**src/hdl/pcsk_pkg.sv**
```systemverilog
/*
  constants and carrier types for the 16-bit card socket control block.
  assumes one 20 MHz clock and a synchronous active-high reset.
*/
// Functional notes
// - io write cycles pull the io write strobe low.
// - memory read cycles pull output enable low.
// - ready/request line means ready only in memory-only mode.
// - attribute select stays high for every common memory access.
// - attribute select with oe or we reaches attribute memory only.
// - attribute select with io strobes reaches io space.
// - socket drives a card reset output forcing hard card reset.
// - wait asserted by the card stretches the cycle; never end early.
// - memory writes are strobed with write enable.
// - for io cards the protect line means wide io port.
// - both voltage-sense lines are decoded together.
// - io read cycles assert the io read strobe.
// - even_byte_enable for even bytes, odd_byte_enable for odd bytes.
package pcsk_pkg;
  localparam int unsigned CLK_HZ = 20000000;
  // strobe setup, active and hold times in nanoseconds
  localparam int unsigned SETUP_NS = 100;
  localparam int unsigned STROBE_NS = 300;
  localparam int unsigned HOLD_NS = 50;
  localparam int unsigned SETUP_CYC = (SETUP_NS * (CLK_HZ / 1000000) + 999) / 1000;
  localparam int unsigned STROBE_CYC = (STROBE_NS * (CLK_HZ / 1000000) + 999) / 1000;
  localparam int unsigned HOLD_CYC = (HOLD_NS * (CLK_HZ / 1000000) + 999) / 1000;
  localparam int unsigned CNT_W = 4;
  localparam logic [CNT_W-1:0] CNT_ZERO = 4'h0;
  localparam logic [CNT_W-1:0] CNT_ONE = 4'h1;
  localparam logic [CNT_W-1:0] SETUP_LD = CNT_W'(SETUP_CYC);
  localparam logic [CNT_W-1:0] STROBE_LD = CNT_W'(STROBE_CYC);
  localparam logic [CNT_W-1:0] HOLD_LD = CNT_W'(HOLD_CYC);
  localparam int unsigned ADDR_W = 26;
  localparam int unsigned DATA_W = 16;

  typedef enum logic [1:0] {
    PCSK_CMD_MEM_RD,
    PCSK_CMD_MEM_WR,
    PCSK_CMD_IO_RD,
    PCSK_CMD_IO_WR
  } pcsk_cmd_e;

  typedef enum logic [1:0] {
    PCSK_VOLT_5V,
    PCSK_VOLT_3V3,
    PCSK_VOLT_XV,
    PCSK_VOLT_YV
  } pcsk_volt_e;

  typedef struct packed {
    pcsk_cmd_e cmd;
    logic attr;
    logic wide;
    logic [ADDR_W-1:0] addr;
    logic [DATA_W-1:0] wdata;
  } pcsk_req_s;

  typedef struct packed {
    logic oe_n;
    logic we_n;
    logic io_read_strobe_n;
    logic io_write_strobe_n;
    logic reg_n;
    logic even_n;
    logic odd_n;
  } pcsk_strobe_s;

  localparam pcsk_strobe_s STROBE_IDLE = 7'h7f;
endpackage

```
**src/hdl/pcsk_sync.sv**
```systemverilog
/*
  three-stage pin synchroniser; a change is taken once stages two and three agree.
  assumes an asynchronous pin and the block clock.
*/
`timescale 1ns/1ns
module pcsk_sync #(
  parameter logic RST_VAL = 1'b1
) (
  input wire logic ref_clk_i,
  input wire logic sys_rst_i,
  input wire logic pin_i,
  output logic level_o
);
  logic s1_reg;
  logic s2_reg;
  logic s3_reg;

  always_ff @(posedge ref_clk_i) begin
    if (sys_rst_i) begin
      s1_reg <= RST_VAL;
      s2_reg <= RST_VAL;
      s3_reg <= RST_VAL;
      level_o <= RST_VAL;
    end else begin
      s1_reg <= pin_i;
      s2_reg <= s1_reg;
      s3_reg <= s2_reg;
      if (s2_reg == s3_reg) begin
        level_o <= s3_reg;
      end
    end
  end
endmodule

```
**src/hdl/pcsk_socket.sv**
```systemverilog
/*
  16-bit card socket control: strobe sequencing, wait stretch, status decode.
  assumes a host request port on the same clock; card pins are asynchronous.
*/
`timescale 1ns/1ns
module pcsk_socket (
  input wire logic ref_clk_i,
  input wire logic sys_rst_i,
  input wire logic io_mode_i,
  input wire logic card_reset_req_i,
  input wire logic req_valid_i,
  input wire pcsk_pkg::pcsk_req_s req_i,
  output logic req_ready_o,
  output logic done_o,
  output logic [pcsk_pkg::DATA_W-1:0] rdata_o,
  output logic rd_ack_o,
  output pcsk_pkg::pcsk_strobe_s strobe_o,
  output logic [pcsk_pkg::ADDR_W-1:0] addr_o,
  output logic [pcsk_pkg::DATA_W-1:0] data_o,
  output logic [pcsk_pkg::DATA_W-1:0] data_oe_n_o,
  input wire logic [pcsk_pkg::DATA_W-1:0] data_i,
  output logic card_reset_o,
  input wire logic ready_req_n_i,
  input wire logic wait_n_i,
  input wire logic protect_wide_i,
  input wire logic input_ack_line_n_i,
  input wire logic voltage_sense_first_i,
  input wire logic voltage_sense_second_i,
  output logic voltage_sense_first_o,
  output logic voltage_sense_first_oe_n_o,
  output logic voltage_sense_second_o,
  output logic voltage_sense_second_oe_n_o,
  output logic card_busy_o,
  output logic card_service_request_o,
  output logic write_protect_o,
  output logic io_port_wide_indication_o,
  output pcsk_pkg::pcsk_volt_e volt_o
);
  import pcsk_pkg::*;

  typedef enum logic [2:0] {ST_IDLE, ST_SETUP, ST_STROBE, ST_WAIT, ST_HOLD} pcsk_state_e;

  pcsk_state_e state_reg;
  pcsk_req_s cur_reg;
  logic [CNT_W-1:0] cnt_reg;
  logic rdy_s;
  logic wait_s;
  logic prot_s;
  logic ack_s;
  logic vs1_s;
  logic vs2_s;
  logic is_read;
  logic strobe_on;

  pcsk_sync u_sync_rdy (.ref_clk_i(ref_clk_i), .sys_rst_i(sys_rst_i),
    .pin_i(ready_req_n_i), .level_o(rdy_s));
  pcsk_sync u_sync_wait (.ref_clk_i(ref_clk_i), .sys_rst_i(sys_rst_i),
    .pin_i(wait_n_i), .level_o(wait_s));
  pcsk_sync u_sync_prot (.ref_clk_i(ref_clk_i), .sys_rst_i(sys_rst_i),
    .pin_i(protect_wide_i), .level_o(prot_s));
  pcsk_sync u_sync_ack (.ref_clk_i(ref_clk_i), .sys_rst_i(sys_rst_i),
    .pin_i(input_ack_line_n_i), .level_o(ack_s));
  pcsk_sync u_sync_vs1 (.ref_clk_i(ref_clk_i), .sys_rst_i(sys_rst_i),
    .pin_i(voltage_sense_first_i), .level_o(vs1_s));
  pcsk_sync u_sync_vs2 (.ref_clk_i(ref_clk_i), .sys_rst_i(sys_rst_i),
    .pin_i(voltage_sense_second_i), .level_o(vs2_s));

  assign is_read = (cur_reg.cmd == PCSK_CMD_MEM_RD) || (cur_reg.cmd == PCSK_CMD_IO_RD);
  assign strobe_on = (state_reg == ST_STROBE) || (state_reg == ST_WAIT);
  // no new cycle while the card is held in reset
  assign req_ready_o = (state_reg == ST_IDLE) && !card_reset_o;

  // cycle sequencer
  always_ff @(posedge ref_clk_i) begin
    if (sys_rst_i) begin
      state_reg <= ST_IDLE;
      cnt_reg <= CNT_ZERO;
      cur_reg <= '0;
    end else begin
      unique case (state_reg)
        ST_IDLE: begin
          if (req_valid_i && req_ready_o) begin
            cur_reg <= req_i;
            cnt_reg <= SETUP_LD;
            state_reg <= ST_SETUP;
          end
        end
        ST_SETUP: begin
          if (cnt_reg <= CNT_ONE) begin
            cnt_reg <= STROBE_LD;
            state_reg <= ST_STROBE;
          end else begin
            cnt_reg <= cnt_reg - CNT_ONE;
          end
        end
        ST_STROBE: begin
          if (cnt_reg <= CNT_ONE) begin
            state_reg <= ST_WAIT;
          end else begin
            cnt_reg <= cnt_reg - CNT_ONE;
          end
        end
        ST_WAIT: begin
          // stretched while the card asserts wait
          if (wait_s) begin
            cnt_reg <= HOLD_LD;
            state_reg <= ST_HOLD;
          end
        end
        ST_HOLD: begin
          if (cnt_reg <= CNT_ONE) begin
            state_reg <= ST_IDLE;
          end else begin
            cnt_reg <= cnt_reg - CNT_ONE;
          end
        end
      endcase
    end
  end

  // command strobes, one-hot by command so read and write never overlap
  always_ff @(posedge ref_clk_i) begin
    if (sys_rst_i) begin
      strobe_o <= STROBE_IDLE;
    end else begin
      strobe_o <= STROBE_IDLE;
      if (state_reg != ST_IDLE) begin
        // common memory keeps attribute select high; io cycles use it low
        strobe_o.reg_n <= !(cur_reg.attr || cur_reg.cmd == PCSK_CMD_IO_RD ||
          cur_reg.cmd == PCSK_CMD_IO_WR);
        strobe_o.even_n <= !(cur_reg.wide || !cur_reg.addr[0]);
        strobe_o.odd_n <= !(cur_reg.wide || cur_reg.addr[0]);
      end
      if ((state_reg == ST_SETUP && cnt_reg <= CNT_ONE) ||
          (strobe_on && !(state_reg == ST_WAIT && wait_s))) begin
        unique case (cur_reg.cmd)
          PCSK_CMD_MEM_RD: strobe_o.oe_n <= 1'b0;
          PCSK_CMD_MEM_WR: strobe_o.we_n <= 1'b0;
          PCSK_CMD_IO_RD: strobe_o.io_read_strobe_n <= 1'b0;
          PCSK_CMD_IO_WR: strobe_o.io_write_strobe_n <= 1'b0;
        endcase
      end
    end
  end

  // address and write data launch
  always_ff @(posedge ref_clk_i) begin
    if (sys_rst_i) begin
      addr_o <= '0;
      data_o <= '0;
      data_oe_n_o <= '1;
    end else begin
      if (req_valid_i && req_ready_o) begin
        addr_o <= req_i.addr;
        data_o <= req_i.wdata;
      end
      if (state_reg != ST_IDLE && !is_read) begin
        data_oe_n_o <= '0;
      end else begin
        data_oe_n_o <= '1;
      end
    end
  end

  // read capture and completion
  always_ff @(posedge ref_clk_i) begin
    if (sys_rst_i) begin
      rdata_o <= '0;
      done_o <= 1'b0;
      rd_ack_o <= 1'b0;
    end else begin
      done_o <= (state_reg == ST_HOLD) && (cnt_reg <= CNT_ONE);
      if (state_reg == ST_WAIT && wait_s && is_read) begin
        rdata_o <= data_i;
        // acknowledge only meaningful on io reads
        rd_ack_o <= (cur_reg.cmd == PCSK_CMD_IO_RD) && !ack_s;
      end
    end
  end

  // card reset
  always_ff @(posedge ref_clk_i) begin
    if (sys_rst_i) begin
      card_reset_o <= 1'b1;
    end else begin
      card_reset_o <= card_reset_req_i;
    end
  end

  // status decode from shared card lines
  always_ff @(posedge ref_clk_i) begin
    if (sys_rst_i) begin
      card_busy_o <= 1'b0;
      card_service_request_o <= 1'b0;
      write_protect_o <= 1'b0;
      io_port_wide_indication_o <= 1'b0;
      volt_o <= PCSK_VOLT_5V;
    end else begin
      card_busy_o <= !io_mode_i && !rdy_s;
      card_service_request_o <= io_mode_i && !rdy_s;
      write_protect_o <= !io_mode_i && prot_s;
      // wide-port flag is only valid during an io cycle
      io_port_wide_indication_o <= io_mode_i && !prot_s && (state_reg != ST_IDLE);
      volt_o <= pcsk_volt_e'({vs2_s, vs1_s});
    end
  end

  // sense lines are only read here, never driven
  assign voltage_sense_first_o = 1'b0;
  assign voltage_sense_first_oe_n_o = 1'b1;
  assign voltage_sense_second_o = 1'b0;
  assign voltage_sense_second_oe_n_o = 1'b1;

  a_no_rw_overlap: assert property (@(posedge ref_clk_i) disable iff (sys_rst_i)
    !((!strobe_o.oe_n || !strobe_o.io_read_strobe_n) && (!strobe_o.we_n || !strobe_o.io_write_strobe_n)))
    else $error("read and write strobes together");
  a_common_reg_high: assert property (@(posedge ref_clk_i) disable iff (sys_rst_i)
    (!strobe_o.oe_n || !strobe_o.we_n) && !cur_reg.attr |-> strobe_o.reg_n)
    else $error("attribute select low on common access");
  a_io_reg_low: assert property (@(posedge ref_clk_i) disable iff (sys_rst_i)
    (!strobe_o.io_read_strobe_n || !strobe_o.io_write_strobe_n) |-> !strobe_o.reg_n)
    else $error("io strobe without attribute select");
  a_wait_holds_strobe: assert property (@(posedge ref_clk_i) disable iff (sys_rst_i)
    state_reg == ST_WAIT && !wait_s |=> state_reg == ST_WAIT)
    else $error("cycle ended during wait");
  a_io_write_strobe_low: assert property (@(posedge ref_clk_i) disable iff (sys_rst_i)
    state_reg == ST_STROBE && cur_reg.cmd == PCSK_CMD_IO_WR |-> !strobe_o.io_write_strobe_n)
    else $error("io write strobe not low");
  a_oe_low: assert property (@(posedge ref_clk_i) disable iff (sys_rst_i)
    state_reg == ST_STROBE && cur_reg.cmd == PCSK_CMD_MEM_RD |-> !strobe_o.oe_n)
    else $error("output enable not low");
  a_io_read_strobe_low: assert property (@(posedge ref_clk_i) disable iff (sys_rst_i)
    state_reg == ST_STROBE && cur_reg.cmd == PCSK_CMD_IO_RD |-> !strobe_o.io_read_strobe_n)
    else $error("io read strobe not low");
  a_we_low: assert property (@(posedge ref_clk_i) disable iff (sys_rst_i)
    state_reg == ST_STROBE && cur_reg.cmd == PCSK_CMD_MEM_WR |-> !strobe_o.we_n)
    else $error("write enable not low");
  a_card_reset: assert property (@(posedge ref_clk_i) disable iff (sys_rst_i)
    card_reset_req_i |=> card_reset_o)
    else $error("card reset not asserted");
  a_busy_mode: assert property (@(posedge ref_clk_i) disable iff (sys_rst_i)
    io_mode_i |=> !card_busy_o)
    else $error("busy reported in io mode");
  a_service_mode: assert property (@(posedge ref_clk_i) disable iff (sys_rst_i)
    !io_mode_i |=> !card_service_request_o)
    else $error("service request in memory mode");
  // first edge after reset still shows the reset code, so it is skipped
  a_volt_pair: assert property (@(posedge ref_clk_i) disable iff (sys_rst_i)
    !$past(sys_rst_i) |-> volt_o == pcsk_volt_e'({$past(vs2_s), $past(vs1_s)}))
    else $error("voltage decode mismatch");
  a_byte_lane: assert property (@(posedge ref_clk_i) disable iff (sys_rst_i)
    state_reg != ST_IDLE && !cur_reg.wide && cur_reg.addr[0] && strobe_on |-> strobe_o.even_n)
    else $error("even enable on odd byte");

  c_mem_read: cover property (@(posedge ref_clk_i) !strobe_o.oe_n ##[1:20] done_o);
  c_io_write: cover property (@(posedge ref_clk_i) !strobe_o.io_write_strobe_n ##[1:20] done_o);
  c_wait_stretch: cover property (@(posedge ref_clk_i) state_reg == ST_WAIT && !wait_s);
  c_service: cover property (@(posedge ref_clk_i) card_service_request_o);
endmodule

```
**config.mk**
```make
export PLATFORM = sky130hd
export DESIGN_NAME = pcsk_socket
export DESIGN_NICKNAME = d
export VERILOG_FILES = /design/src/hdl/pcsk_pkg.sv /design/src/hdl/pcsk_sync.sv /design/src/hdl/pcsk_socket.sv
export SDC_FILE = /design/constraint.sdc
export NUM_CORES = 1
export LEC_CHECK = 0
export BUFFER_PORTS_ARGS = -buffer_cell sky130_fd_sc_hd__buf_2
export CAP_MARGIN = 20
export CORE_MARGIN = 1
export CORE_UTILIZATION = 50
export CTS_CLUSTER_DIAMETER = 200
export DETAILED_ROUTE_END_ITERATION = 6
export PLACE_DENSITY = 0.83
export SYNTH_ARGS = -nofsm -noshare
export SYNTH_HDL_FRONTEND = slang
export SYNTH_SLANG_ARGS = --single-unit
```
**constraint.sdc**
```tcl
create_clock -name ref_clk_i -period 4.1 [get_ports ref_clk_i]
set_clock_uncertainty 0.1 [all_clocks]
set_input_delay 0.205 -clock ref_clk_i [delete_from_list [all_inputs] [get_ports ref_clk_i]]
set_output_delay 0.205 -clock ref_clk_i [all_outputs]
set_load 0.005 [all_outputs]
```
### Word-level counts from Yosys, hierarchy flattened

Cells that the tools add are included.

* word-level logic and storage cells: 129
* bits in registers: 126
* output and inout port bits: 95

* $lt $le $gt $ge: 1
* reduce and logical (&&, ||, !) cells: 41
* equal/unequal tests: 19
* add/subtract/negate cells: 1
* mux-type cells: 16
* bitwise operators: 2

Operator list (number)
* $mux W16: 1
* $mux W4: 4
* $pmux W4 S4: 1
* $mux W3: 5
* $pmux W3 S5: 1
* $logic_and A1 B1 Y1: 14
* $logic_not A1 Y1: 11
* $logic_or A1 B1 Y1: 7
* $eq A1 B1 Y1: 6
* $eq A3 B2 Y1 const B: 2
* $ne A2 B1 Y1 const B: 3
* $ne A2 B2 Y1 const B: 3
* $reduce_or A2 Y1: 3
* $reduce_and A5 Y1: 1
* $eq A2 B2 Y1 const B: 2
* $le A4 B1 Y1 const B: 1
* $mux W1: 4
* $sub A4 B1 Y4 const B: 1
* $eq A3 B1 Y1 const B: 1
* $eq A3 B3 Y1 const B: 1
* $logic_not A3 Y1: 1
* $reduce_and A3 Y1: 1
* $reduce_bool A3 Y1: 1
* $eq A2 B1 Y1 const B: 1
* 3 further kinds: 4

### Depth between registers and ports, before layout

Gate-level depths: netlist of run 1.

* depth in word-level cells: 7
* mapped depth: 7
* gate-level depth less buffers: 7

### Cells and area by module

Synthesis of run 1 repeated with hierarchy kept, for this count alone.

* cells, all modules: 471
* area, all modules: 4105.2 um2

Modules (own cells, without submodules)
* pcsk_socket: area an instance 3414.5 um2, cells an instance 411, times used 1
* pcsk_sync: area an instance 115.1 um2, cells an instance 10, times used 6

### Worst setup path before layout of run 1

Ideal clock, no wire load.

* path kind: register -> register
* start point: register cnt_reg[0]
* end point: register cnt_reg[3]
* period minus slack after synthesis: 1832 ps
* arrival time: 1643 ps
* setup slack: 2268 ps
* library setup time: 88 ps
* cell stages (with the launch flop): 8
* cells stage by stage: dfxtp_1 inv_1 ha_1 nor2_1 nor3_4 o21ai_0 or3b_1 o32ai_2

* cells in the longest elaborated chain, start to end: 3

Ends and longest elaborated chain
* start, declared: RTL line pcsk_socket.sv:45 `logic [CNT_W-1:0] cnt_reg;`
* start signal, assigned: RTL line pcsk_socket.sv:93 `cnt_reg <= cnt_reg - CNT_ONE;`
* start signal, assigned: RTL line pcsk_socket.sv:100 `cnt_reg <= cnt_reg - CNT_ONE;`
* start signal, assigned: RTL line pcsk_socket.sv:114 `cnt_reg <= cnt_reg - CNT_ONE;`
* $sub A4 B1 Y4 or $le A4 B1 Y1 (tied branches)
* $mux W4 (tied with other cells): RTL line pcsk_socket.sv:97, pcsk_socket.sv:111
* $pmux W4 S4 or $reduce_and A3 Y1 (tied branches)

Parallel ways exist; a longest one is shown, timed or not. The select of a mux whose other input is x is not followed.
A chain may end at the register's enable or synchronous reset.

### Worst setup path after layout of run 1

Ends and elaborated chain as after synthesis.

==> summary.md, run 1 <==
| Metric | Value |
|---|---|
| Outcome | complete, no violations |
| Asr flop ratio synth | 0% |
| Fin util | 72.2% |
| Overall Global Routing Usage | 25.1% |
| CTS tree | yes |
| Syn_area_per_cell | between 8 and 9 µm² |
| Fin. max-slew vios | 0 |
| Slew headroom | 34.5% |
| Total design power | 2.49 mW |
| Netlist cell types | 44 |
| Critical-path maximum fanout | 5 |
| Required time of the worst setup path | approximately 4.3 ns |
| Leakage power | between 2 and 2.5 nW |
| Via-per-instance ratio | 5.06 |
| Layout Nets | 748 |
| Hold Fails Final Rpt | 0 |
| Max Cap Viol | 0 |
| Initial antenna violation count | 0 |
| Clk slew on worst S/H paths | 0.10 ns |
| Full die area | 8580 µm² |
| R2R setup slack | 2.02 ns |
| Max VDD drop | 0.000308 V |
| Root Driver | clkbuf_8 |
| Largest register FFs | 26 |
| Worst Path Arrival | between 2 and 2.5 ns |
| Simple-Gate Fraction of Synth Area | 23.0% |
| Synth top area cells | dfxtp_1 (54%), nand2_1 (12%), a21oi_1 (9.4%), buf_4 (4.9%), or2_2 (3.0%) |
| Yosys top cell area share | 54.1% |
| Synth warn | 0 |
| Crit path launch type | flop |
| Critical Path End Type | flop |
| Biggest regs | addr_o: 26 flops, data_o: 16 flops, rdata_o: 16 flops |
| PortBufs | around 160 |
| Total wire length | 10.6 mm |
| Largest stage delay, worst path | a little over 0.4 ns |
| Finished Layout Cells | 780 |
| Iteration-0 DRC Markers | 224 |
| Total gr overflow | 0 |
| # setup viols final | 0 |
| Total negative slack | 0 ns |
| Vias in the first global route | 3849 |
| Slowest cell on the critical path | dfxtp_1 |
| Final HPWL DP | 6.17 mm |
| Die H | 92.6 µm |
| Max Clock Freq | 481 MHz |
| Hold crit path type | in2reg |
| Placed instance area | 4780 µm² |
| Core Region | 7850 µm² |
| Total CTS buffers | 9 |
| First-pass GRT wire length | 17.2 mm |
| Min Hold Slack | 0.0153 ns |
| Final GP Congestion | 0.873 |
| Seq/Total Area, Yosys | 54.1% |
| Die W | 92.6 µm |
| Final setup margin | 2.02 ns |
| Cell Area, Synth | between 4000 and 5000 µm² |
| XOR/XNOR share of the synthesized area | 0.427% |
| Synth Flop Type | dfxtp_1 |
| Slew at the pin closest to its max-slew limit | 0.983 ns |
| DRC Markers | 0 |
| Share of cells above drive strength 1 | 30.8% |
| Site row count | 32 |
| Drt pass-1 iters | 4 |
| Largest net degree at the start of global routing | 106 |
| Crit share post-route | 50.7% |
| Area share of fa/ha/maj cells after synthesis | 0.609% |
| Leading area contributor after synthesis | dfxtp_1 |
| Clock Path Buffers | 2 |
| H-Tree Depth | 3 |
| Proportion of synthesized area in mux cells | 0% |
| Most flop-heavy register | addr_o |
| Ant. Diodes | 0 |
| Post-Synthesis Cells | 474 |
| Power Density | 440 nW/µm² |
| Post-synth EDFFs | 0 |
| Crit path cell chain | inv_1 -> ha_1 -> nor2_1 -> nor3_4 -> o21ai_0 -> or3b_1 -> o32ai_2 |
| Later-pin clock latency in the skew report | 0.35 ns |
| Syn-to-layout area delta | 38.0% |
| Synth Area in Compound Gates | 14.2% |
| Final ANT Viol Nets | 0 |
| TritonCTS Sinks | 111 |
| Post-CTS Resized | 0 |
| Unrepaired setup endpoints after global routing | false |
| Synthesized flop and latch total | 111 |
| Dpl ws | 2.06 ns |
| Post-CTS setup buffer count | 0 |
| Vias | 3943 |
| Design area | 5670 µm² |
| Crit path kind | reg2reg |
| Placed insts | 695 |
| Crit path time final | 2.08 ns |
| Wire length per cell | 13.6 µm |
| Initial Util | around 52% |
| Main combinational cell family by area after synthesis | simple AND/OR/NAND/NOR gates |
| I/O pin cnt | 168 |
-- synthesized netlist by cell type (2+ instances only) --
library cell	number
nand3b_1	4
nand3_1	3
buf_1	2
nor3_1	3
xnor2_1	2
ha_1	2
o21ai_0	9
dfxtp_1	111
o21bai_1	7
or2_2	20
buf_2	6
nor3b_1	3
nor3_2	2
clkbuf_1	11
nor2_1	17
a21oi_1	77
conb_1	2
or3b_1	2
inv_1	3
nand2_1	133
nor2b_1	3
buf_4	27
nor4_1	2
nand2b_1	3
-- power breakdown --
group / total, mW / switching [mW] / internal, mW
Combinational: 0.610 / 0.329 / 0.281
Clock: 0.652 / 0.363 / 0.289
Sequential: 1.23 / 0.0760 / 1.16
Total: 2.49 / 0.768 / 1.73
-- path summary, 6_finish.rpt --
check             cells past startpoint           endpoint         startpoint
hold reg to reg                       1  u_sync_vs1.s2_reg  u_sync_vs1.s1_reg
hold / removal                        3          data_o[6]           req_i[6]
setup / recovery                      7         cnt_reg[3]         cnt_reg[0]
setup reg to reg                      7         cnt_reg[3]         cnt_reg[0]
-- routing by layer --
| metal | wire length (µm) | global-route usage (%) | vias to the layer above |
|---|---|---|---|
| met5 | 0 | 0 | - |
| met4 | 453 | 12.4 | 0 |
| met3 | 678 | 6.24 | 42 |
| met2 | 5320 | 44.4 | 177 |
| met1 | 4160 | 27.9 | 1804 |
| li1 | - | - | 1920 |
-- critical path, delay by kind of cell (launching register included) --
family,cells,cell delay [ns]
AOI/OAI and AO/OA,2,0.41
and+or+nand+nor,3,0.71
buffers and inverters,1,0.10
DFF,1,0.41
adders and majority gates,1,0.27
-- kinds of logic after synthesis --
group	Yosys count
flip-flops	111
XOR/XNOR	2
adder cells (fa/ha/maj)	2
other	2
AND/OR/NAND/NOR	205
buffers and inverters	50
AO/OA/AOI/OAI	102
-- cell usage in the layout (no fill, tap or decap), drive strengths merged, types with 6 or more instances in the layout --
cell type    Yosys  layout
dlygate4sd3      0      69
inv              3       6
nand2          133     133
o21bai           7       7
a21oi           78      78
clkbuf          11       9
or2             21      21
nor2            18      18
buf             36     164
dfxtp          111     111
nor3             6       6
o21ai           10      10
-- final cells by class --
type                    instances  area [µm²]
flip-flops and latches        111        2220
fillers                       553        2180
multi-input cells             315        1590
repair buffers                233        1520
well taps                     102         128
clock buffers                   9         124
clock inverters                 7        77.6
inverters                       3        11.3
-- timing repair --
| action | CTS | global route |
|---|---|---|
| hold buffers | 69 | 0 |
| endpoints found under the setup margin | 0 | 0 |
| endpoints found under the hold margin | 70 | 0 |
(Power assumes the default switching activity.)
==> inputs of run 2 (changes only) <==
--- a/config.mk
+++ b/config.mk
@@ -8,10 +8,10 @@
 export BUFFER_PORTS_ARGS = -buffer_cell sky130_fd_sc_hd__buf_2
 export CAP_MARGIN = 20
 export CORE_MARGIN = 1
-export CORE_UTILIZATION = 50
+export CORE_UTILIZATION = 43
 export CTS_CLUSTER_DIAMETER = 200
 export DETAILED_ROUTE_END_ITERATION = 6
-export PLACE_DENSITY = 0.83
+export PLACE_DENSITY = 0.75
 export SYNTH_ARGS = -nofsm -noshare
 export SYNTH_HDL_FRONTEND = slang
 export SYNTH_SLANG_ARGS = --single-unit
==> constraint.sdc (replaced) <==
create_clock -name ref_clk_i -period 1.9 [get_ports ref_clk_i]
set_clock_uncertainty 0.1 [all_clocks]
set_input_delay 0.095 -clock ref_clk_i [delete_from_list [all_inputs] [get_ports ref_clk_i]]
set_output_delay 0.095 -clock ref_clk_i [all_outputs]
set_load 0.005 [all_outputs]
==> run 2 against run 1 <==
Effect of this change:
- combinational power increased to 2.5 times the previous value
- design area increased by 3.5%
- clock-buffer cell count unchanged
- die area increased by 16%
- non-clock buffer count increased by 15
- core utilization decreased by 8.8 points
- final cell count increased by 5.4%
- via count decreased by 2.0%
- sequential power increased by 120%
- critical endpoint is now cnt_reg[0]
==> summary.md, run 2 (synthesized netlist as in run 1, its figures left out) <==
| Metric | Value |
|---|---|
| Design area | 5860 µm² (was 5670 µm²) |
| Delay-heaviest family, CP | compound AO/OA/AOI/OAI gates (was simple AND/OR/NAND/NOR gates) |
| Largest register FFs | 26 (unchanged) |
| Final HPWL DP | 6.27 mm (was 6.17 mm) |
| Worst Hold Depth | 4 (was 3) |
| Most frequent cells in the layout | buf_2 (162), nand2_1 (132), dfxtp_1 (109) (was buf_2 (162), nand2_1 (133), dfxtp_1 (111)) |
| Crit path launch type | flop (unchanged) |
| Via-per-instance ratio | 4.70 (was 5.06) |
| Power Density | 949 nW/µm² (was 440 nW/µm²) |
| Slowest cell on the critical path | dfxtp_2 (was dfxtp_1) |
| Max Cap Viol | 0 (unchanged) |
| Biggest regs | addr_o: 26 flops, data_o: 16 flops, rdata_o: 16 flops (unchanged) |
| Total CTS buffers | 9 (unchanged) |
| Ant. Diodes | 0 (unchanged) |
| Root Driver | clkbuf_8 (unchanged) |
| Register Area | 2220 µm² (about the same) |
| Crit path cell chain | inv_1 -> ha_1 -> or2_2 -> nand3_2 -> o211ai_4 -> a221o_1 -> a21oi_1 (was inv_1 -> ha_1 -> nor2_1 -> nor3_4 -> o21ai_0 -> or3b_1 -> o32ai_2) |
| Critical Path End Type | flop (unchanged) |
| Wire length per cell | 12.6 µm (was 13.6 µm) |
| Critical-path maximum fanout | 7 (was 5) |
| Vias | 3864 (was 3943) |
| Post-CTS setup buffer count | 0 (unchanged) |
| Syn-to-layout area delta | 42.8% (was 38.0%) |
| Min Hold Slack | 0.0629 ns (was 0.0153 ns) |
| Iteration-0 DRC Markers | 142 (was 224) |
| Crit path kind | reg2reg (unchanged) |
| Later-pin clock latency in the skew report | 0.36 ns (was 0.35 ns) |
| Total gr overflow | 0 (unchanged) |
| Full die area | 9950 µm² (was 8580 µm²) |
| DRC Markers | 0 (unchanged) |
| Crit path time final | 1.86 ns (was 2.08 ns) |
| Number of fill cells in the layout | 780 (was 553) |
| Outcome | complete, no violations (unchanged) |
| Share of cells above drive strength 1 | 33.2% (was 30.8%) |
| Worst path depth | 7 (unchanged) |
| Grt met2 use | 34.4% (was 44.4%) |
| Hold Fails Final Rpt | 0 (unchanged) |
| Final ANT Viol Nets | 0 (unchanged) |
| First-pass GRT wire length | 16.0 mm (was 17.2 mm) |
| Grt met3 use | 5.06% (was 6.24%) |
| Most Used Layer, Global Route | met2 (unchanged) |
| Crit share post-route | 98.0% (was 50.7%) |
| Max Clock Freq | 537 MHz (was 481 MHz) |
| H-Tree Depth | 3 (unchanged) |
| TritonCTS Sinks | 111 (unchanged) |
| Largest net degree at the start of global routing | 55 (was 106) |
| Placed instance area | 4950 µm² (was 4780 µm²) |
| Drt pass-1 iters | 4 (unchanged) |
| Commonest non-fill, non-tap cell in the layout | buf_2 (unchanged) |
| Largest stage delay, worst path | 0.37 ns (was 0.41 ns) |
| Worst Path Arrival | 2.06 ns (was 2.25 ns) |
| Clock Path Buffers | 2 (unchanged) |
| Die H | 99.7 µm (was 92.6 µm) |
| Area of the multi-input gates | 1600 µm² (was 1590 µm²) |
| Vias in the first global route | 3560 (was 3849) |
| Required time of the worst setup path | 2.10 ns (was 4.27 ns) |
| Max VDD drop | 0.000432 V (was 0.000308 V) |
| Most flop-heavy register | addr_o (unchanged) |
| Buf/Inv on CP | 1 (unchanged) |
| PortBufs | 163 (unchanged) |
| I/O pin cnt | 168 (unchanged) |
| Clk slew on worst S/H paths | 0.10 ns (about the same) |
| Die W | 99.7 µm (was 92.6 µm) |
| # setup viols final | 0 (unchanged) |
| Overall Global Routing Usage | 20.3% (was 25.1%) |
| Core Region | 9240 µm² (was 7850 µm²) |
| Dpl ws | -0.0250 ns (was 2.06 ns) |
| Leakage power | 2.51 nW (was 2.42 nW) |
| R2R depth | 7 (unchanged) |
| Layout Nets | 763 (was 748) |
| Total design power | 5.56 mW (was 2.49 mW) |
| Initial antenna violation count | 1 (was 0) |
| CTS tree | yes (unchanged) |
| Final GP Congestion | 0.737 (was 0.873) |
| Fin. max-slew vios | 0 (unchanged) |
| Total negative slack | 0 ns (unchanged) |
| Total wire length | 10.4 mm (was 10.6 mm) |
| Unrepaired setup endpoints after global routing | true (was false) |
| Site row count | 35 (was 32) |
| Hold crit path type | in2reg (unchanged) |
| Initial Util | 44.4% (was 52.3%) |
| Final setup margin | 0.0377 ns (was 2.02 ns) |
| Met1 Track Usage GR | 23.3% (was 27.9%) |
-- run 2: cell types whose count changed in the layout (fill, tap and decap cells not counted), moves of 2 or more --
cell     before  now
buf_4         2   13
inv_8         0    4
nand3_1       3    1
dfxtp_2       0    2
inv_6         3    1
dfxtp_1     111  109
buf_12        0    3
nand3_2       0    2
-- run 2: tightest hold or removal path: cells and delay by family --
| kind | cells | cell delay (ns) |
|---|---|---|
| AO/OA/AOI/OAI | 1 | 0.13 |
| buffers and inverters | 1 | 0.10 |
| AND/OR/NAND/NOR | 2 | 0.18 |
-- run 2: power by group --
group | switching (mW) | internal, mW | total, mW | leakage [nW]
logic | 0.784 | 0.749 | 1.53 | 1.51
clock network | 0.856 | 0.521 | 1.38 | 0.0977
registers | 0.152 | 2.50 | 2.65 | 0.904
-- run 2: per-layer routing --
layer / share of wire, % / up-vias
met3: 5.5 / 29
met5: 0 / -
li1: - / 1952
met4: 3.1 / 0
met1: 43 / 1742
met2: 49 / 141
-- run 2: final timing paths --
path                                      endpoint  slack [ns]          startpoint
worst max-delay path                    cnt_reg[0]        0.04          cnt_reg[0]
worst min-delay path                  state_reg[0]        0.06         req_valid_i
worst max register to register          cnt_reg[0]        0.04          cnt_reg[0]
worst min register to register  u_sync_wait.s2_reg        0.32  u_sync_wait.s1_reg
-- run 2: layout make-up --
| type | instances | area share, % |
|---|---|---|
| Tap cell | 129 | 2.75 |
| Inverter | 3 | 0.192 |
| Clock inverter | 7 | 1.19 |
| Sequential cell | 111 | 37.9 |
| Clock buffer | 9 | 2.11 |
| Timing Repair Buffer | 248 | 28.5 |
| Multi-Input combinational cell | 315 | 27.4 |
-- run 2: timing repair --
action	4_1_cts	5_1_grt
hold endpoints to repair	74	0
pin swaps	0	0
gates cloned	0	0
hold buffers	70	0
gates resized for setup	1	6
setup endpoints to repair	2	16
-- run 2: per-stage QoR --
| stage | util (%) | std cells |
|---|---|---|
| after floorplan | - | 476 |
| final | 63.5 | 822 |
| after global placement | 53.6 | 736 |
| after detailed placement | 53.6 | 736 |
| after CTS | 63.3 | 822 |
| after global routing | 63.5 | 822 |
==> inputs of run 3 (changes only) <==
--- a/config.mk
+++ b/config.mk
@@ -12,6 +12,8 @@
 export CTS_CLUSTER_DIAMETER = 200
 export DETAILED_ROUTE_END_ITERATION = 6
 export PLACE_DENSITY = 0.75
+export REMOVE_ABC_BUFFERS = 1
 export SYNTH_ARGS = -nofsm -noshare
 export SYNTH_HDL_FRONTEND = slang
+export SYNTH_HIERARCHICAL = 1
 export SYNTH_SLANG_ARGS = --single-unit
==> run 3 against run 2 <==
Effect of this change:
- worst setup slack better by 0.086 ns
- sequential cell count is the same
- critical endpoint is now strobe_o[6]
- global-route usage is 0.79 points higher
- core utilization down 0.79 points
- clock-buffer cell count is 2 higher
- largest cell class unchanged
- first-iteration DRC count increased by 7.7%
- total power down 2.5%
- sequential power barely moved
- maximum frequency rose by 4.8%
==> summary.md, run 3 <==
| Metric | Value |
|---|---|
| Outcome | complete, no violations (unchanged) |
| Initial Util | 44.4% (about the same) |
| Count leader, synth | nand2_1 (unchanged) |
| Synth top cells by count | nand2_1 (134), dfxtp_1 (111), a21oi_1 (73), buf_4 (21), or2_1 (18) (was nand2_1 (133), dfxtp_1 (111), a21oi_1 (77), buf_4 (27), or2_2 (20)) |
| Crit path kind | reg2reg (unchanged) |
| Most frequent cells in the layout | buf_2 (162), nand2_1 (134), dfxtp_1 (108) (was buf_2 (162), nand2_1 (132), dfxtp_1 (109)) |
| Die W | 99.7 µm (about the same) |
| Worst Hold Depth | 5 (was 4) |
| Post-Synthesis Cells | 471 (was 474) |
| Synth Flop Type | dfxtp_1 (unchanged) |
| Synthesized flop and latch total | 111 (unchanged) |
| Later-pin clock latency in the skew report | 0.35 ns (was 0.36 ns) |
| # setup viols final | 0 (unchanged) |
| Largest net degree at the start of global routing | 49 (was 55) |
| First-pass GRT wire length | 16.8 mm (was 16.0 mm) |
| Via-per-instance ratio | 4.87 (was 4.70) |
| R2R setup slack | 0.12 ns (was 0.04 ns) |
| Largest register FFs | 26 (unchanged) |
| H-Tree Depth | 3 (unchanged) |
| Full die area | 9940 µm² (was 9950 µm²) |
| Max Clock Freq | 563 MHz (was 537 MHz) |
| Commonest non-fill, non-tap cell in the layout | buf_2 (unchanged) |
| Yosys top cell area share | 54.1% (about the same) |
| Total gr overflow | 0 (unchanged) |
| Vias | 3972 (was 3864) |
| Leading area contributor after synthesis | dfxtp_1 (unchanged) |
| I/O pin cnt | 168 (unchanged) |
| Hold crit path type | in2reg (unchanged) |
| Biggest regs | addr_o: 26 flops, data_o: 16 flops, rdata_o: 16 flops (unchanged) |
| Synth warn | 6 (was 0) |
| Ant. Diodes | 0 (unchanged) |
| DRC Markers | 0 (unchanged) |
| Worst Hold Path EP | addr_o[5] (was state_reg[0]) |
| Seq/Total Area, Yosys | 54.1% (about the same) |
| Crit path launch type | flop (unchanged) |
| Final HPWL DP | 6.13 mm (was 6.27 mm) |
| Crit path time final | 1.78 ns (was 1.86 ns) |
| Final ANT Viol Nets | 0 (unchanged) |
| Critical R2R Capture | strobe_o[6] (was cnt_reg[0]) |
| Layout Nets | 756 (was 763) |
| Site row count | 35 (unchanged) |
| Synth top area cells | dfxtp_1 (54%), nand2_1 (12%), a21oi_1 (8.9%), buf_4 (3.8%), or2_1 (2.7%) (was dfxtp_1 (54%), nand2_1 (12%), a21oi_1 (9.4%), buf_4 (4.9%), or2_2 (3.0%)) |
| Asr flop ratio synth | 0% (unchanged) |
| Clock Path Buffers | 2 (unchanged) |
| TritonCTS Sinks | 111 (unchanged) |
| Hold Fails Final Rpt | 0 (unchanged) |
| PortBufs | 163 (unchanged) |
| Total wire length | 10.7 mm (was 10.4 mm) |
| Fin util | 62.7% (was 63.5%) |
| Post-synth EDFFs | 0 (unchanged) |
| Crit share post-route | 93.5% (was 98.0%) |
| Die H | 99.7 µm (about the same) |
| Initial antenna violation count | 0 (was 1) |
| Core Region | 9240 µm² (unchanged) |
| Max Cap Viol | 0 (unchanged) |
| Placed instance area | 4870 µm² (was 4950 µm²) |
| HP Start | req_valid_i (unchanged) |
| Most flop-heavy register | addr_o (unchanged) |
| Critical R2R Launch | cnt_reg[0] (unchanged) |
| Drt pass-1 iters | 5 (was 4) |
| Clk slew on worst S/H paths | 0.11 ns (was 0.10 ns) |
| Power Density | 937 nW/µm² (was 949 nW/µm²) |
| Design area | 5790 µm² (was 5860 µm²) |
| Critical Path End Type | flop (unchanged) |
| Final GP Congestion | 0.878 (was 0.737) |
| Cell Area, Synth | 4110 µm² (about the same) |
| Netlist cell types | 46 (was 44) |
| Syn-to-layout area delta | 41.1% (was 42.8%) |
| Critical-path maximum fanout | 7 (unchanged) |
| Unrepaired setup endpoints after global routing | false (was true) |
| Wire length per cell | 13.1 µm (was 12.6 µm) |
| Max VDD drop | 0.000559 V (was 0.000432 V) |
| Iteration-0 DRC Markers | 153 (was 142) |
| Worst Path Arrival | 1.92 ns (was 2.06 ns) |
| Overall Global Routing Usage | 21.1% (was 20.3%) |
| Share of cells above drive strength 1 | 29.2% (was 33.2%) |
| Root Driver | clkbuf_8 (unchanged) |
| Vias in the first global route | 3707 (was 3560) |
| CTS tree | yes (unchanged) |
| Syn_area_per_cell | 8.72 µm² (was 8.66 µm²) |
| Required time of the worst setup path | 2.04 ns (was 2.10 ns) |
| R2R depth | 6 (was 7) |
| Fin. max-slew vios | 0 (unchanged) |
| Leakage power | 2.46 nW (was 2.51 nW) |
| Total CTS buffers | 9 (unchanged) |
| Post-CTS setup buffer count | 0 (unchanged) |
-- run 3: final cells by class --
cell class              instances  area [µm²]
fillers                       723        3450
well taps                     129         161
inverters                       5        18.8
clock buffers                  11         151
multi-input cells             310        1560
repair buffers                244        1630
clock inverters                 5        50.0
flip-flops and latches        111        2230
-- run 3: logic make-up after synthesis --
family	Yosys count	synth area share [%]
compound gates	101	14.0
xor+xnor	2	0.427
fa+ha+maj	2	0.609
buf+inv	52	8.20
flops	111	54.1
other cells	2	0.183
simple gates	201	22.4
-- run 3: per-layer routing --
metal	track usage (%)	share of wire, %	vias to the layer above	wire [µm]
met5	0	0	-	0
met4	6.79	1.6	0	170
met3	5.69	8.5	19	901
met2	37.2	49	191	5210
met1	24.7	41	1821	4370
li1	-	-	1941	-
-- run 3: timing repair --
action                                  4_1_cts  5_1_grt
resized for setup                             0        4
endpoints found under the hold margin        76        0
endpoints found under the setup margin        0        9
hold buffers                                 71        0
-- run 3: power breakdown --
part	leakage, nW	switching [mW]	internal [mW]	total [mW]
Sequential	0.905	0.149	2.51	2.66
Combinational	1.45	0.730	0.646	1.38
Clock	0.0993	0.820	0.573	1.39
Total	2.46	1.70	3.73	5.43
-- run 3: worst max-delay path by stage --
stage,start,end,slack [ns],cells after the start
global route,cnt_reg[1],strobe_o[6],0.008,6
detailed placement,state_reg[0],rd_ack_o,0.10,5
global placement,state_reg[0],rd_ack_o,0.18,5
CTS,state_reg[0],rdata_o[10],0.09,5
finish,cnt_reg[0],strobe_o[6],0.12,6
floorplan,state_reg[1],addr_o[0],-0.34,4
-- run 3: stage by stage --
step | cells | total power [mW] | setup TNS [ns] | hold WS, ns | worst slack, ns
after floorplan | 426 | 3.42 | -13.49 | 0.0574 | -0.337
after global placement | 728 | 3.89 | 0 | 0.175 | 0.183
after detailed placement | 728 | 3.93 | 0 | 0.178 | 0.101
after CTS | 815 | 5.43 | 0 | 0.165 | 0.0923
after global routing | 815 | 5.72 | 0 | 0.174 | 0.00786
final | 815 | 5.43 | 0 | 0.185 | 0.123
-- run 3: worst max-delay path: stages (launching register included) --
cell and delay, ns:
dfxtp_2 0.35, inv_1 0.08, ha_1 0.23, o21a_2 0.22, a21o_1 0.13, and3_1 0.21, or3b_1 0.35
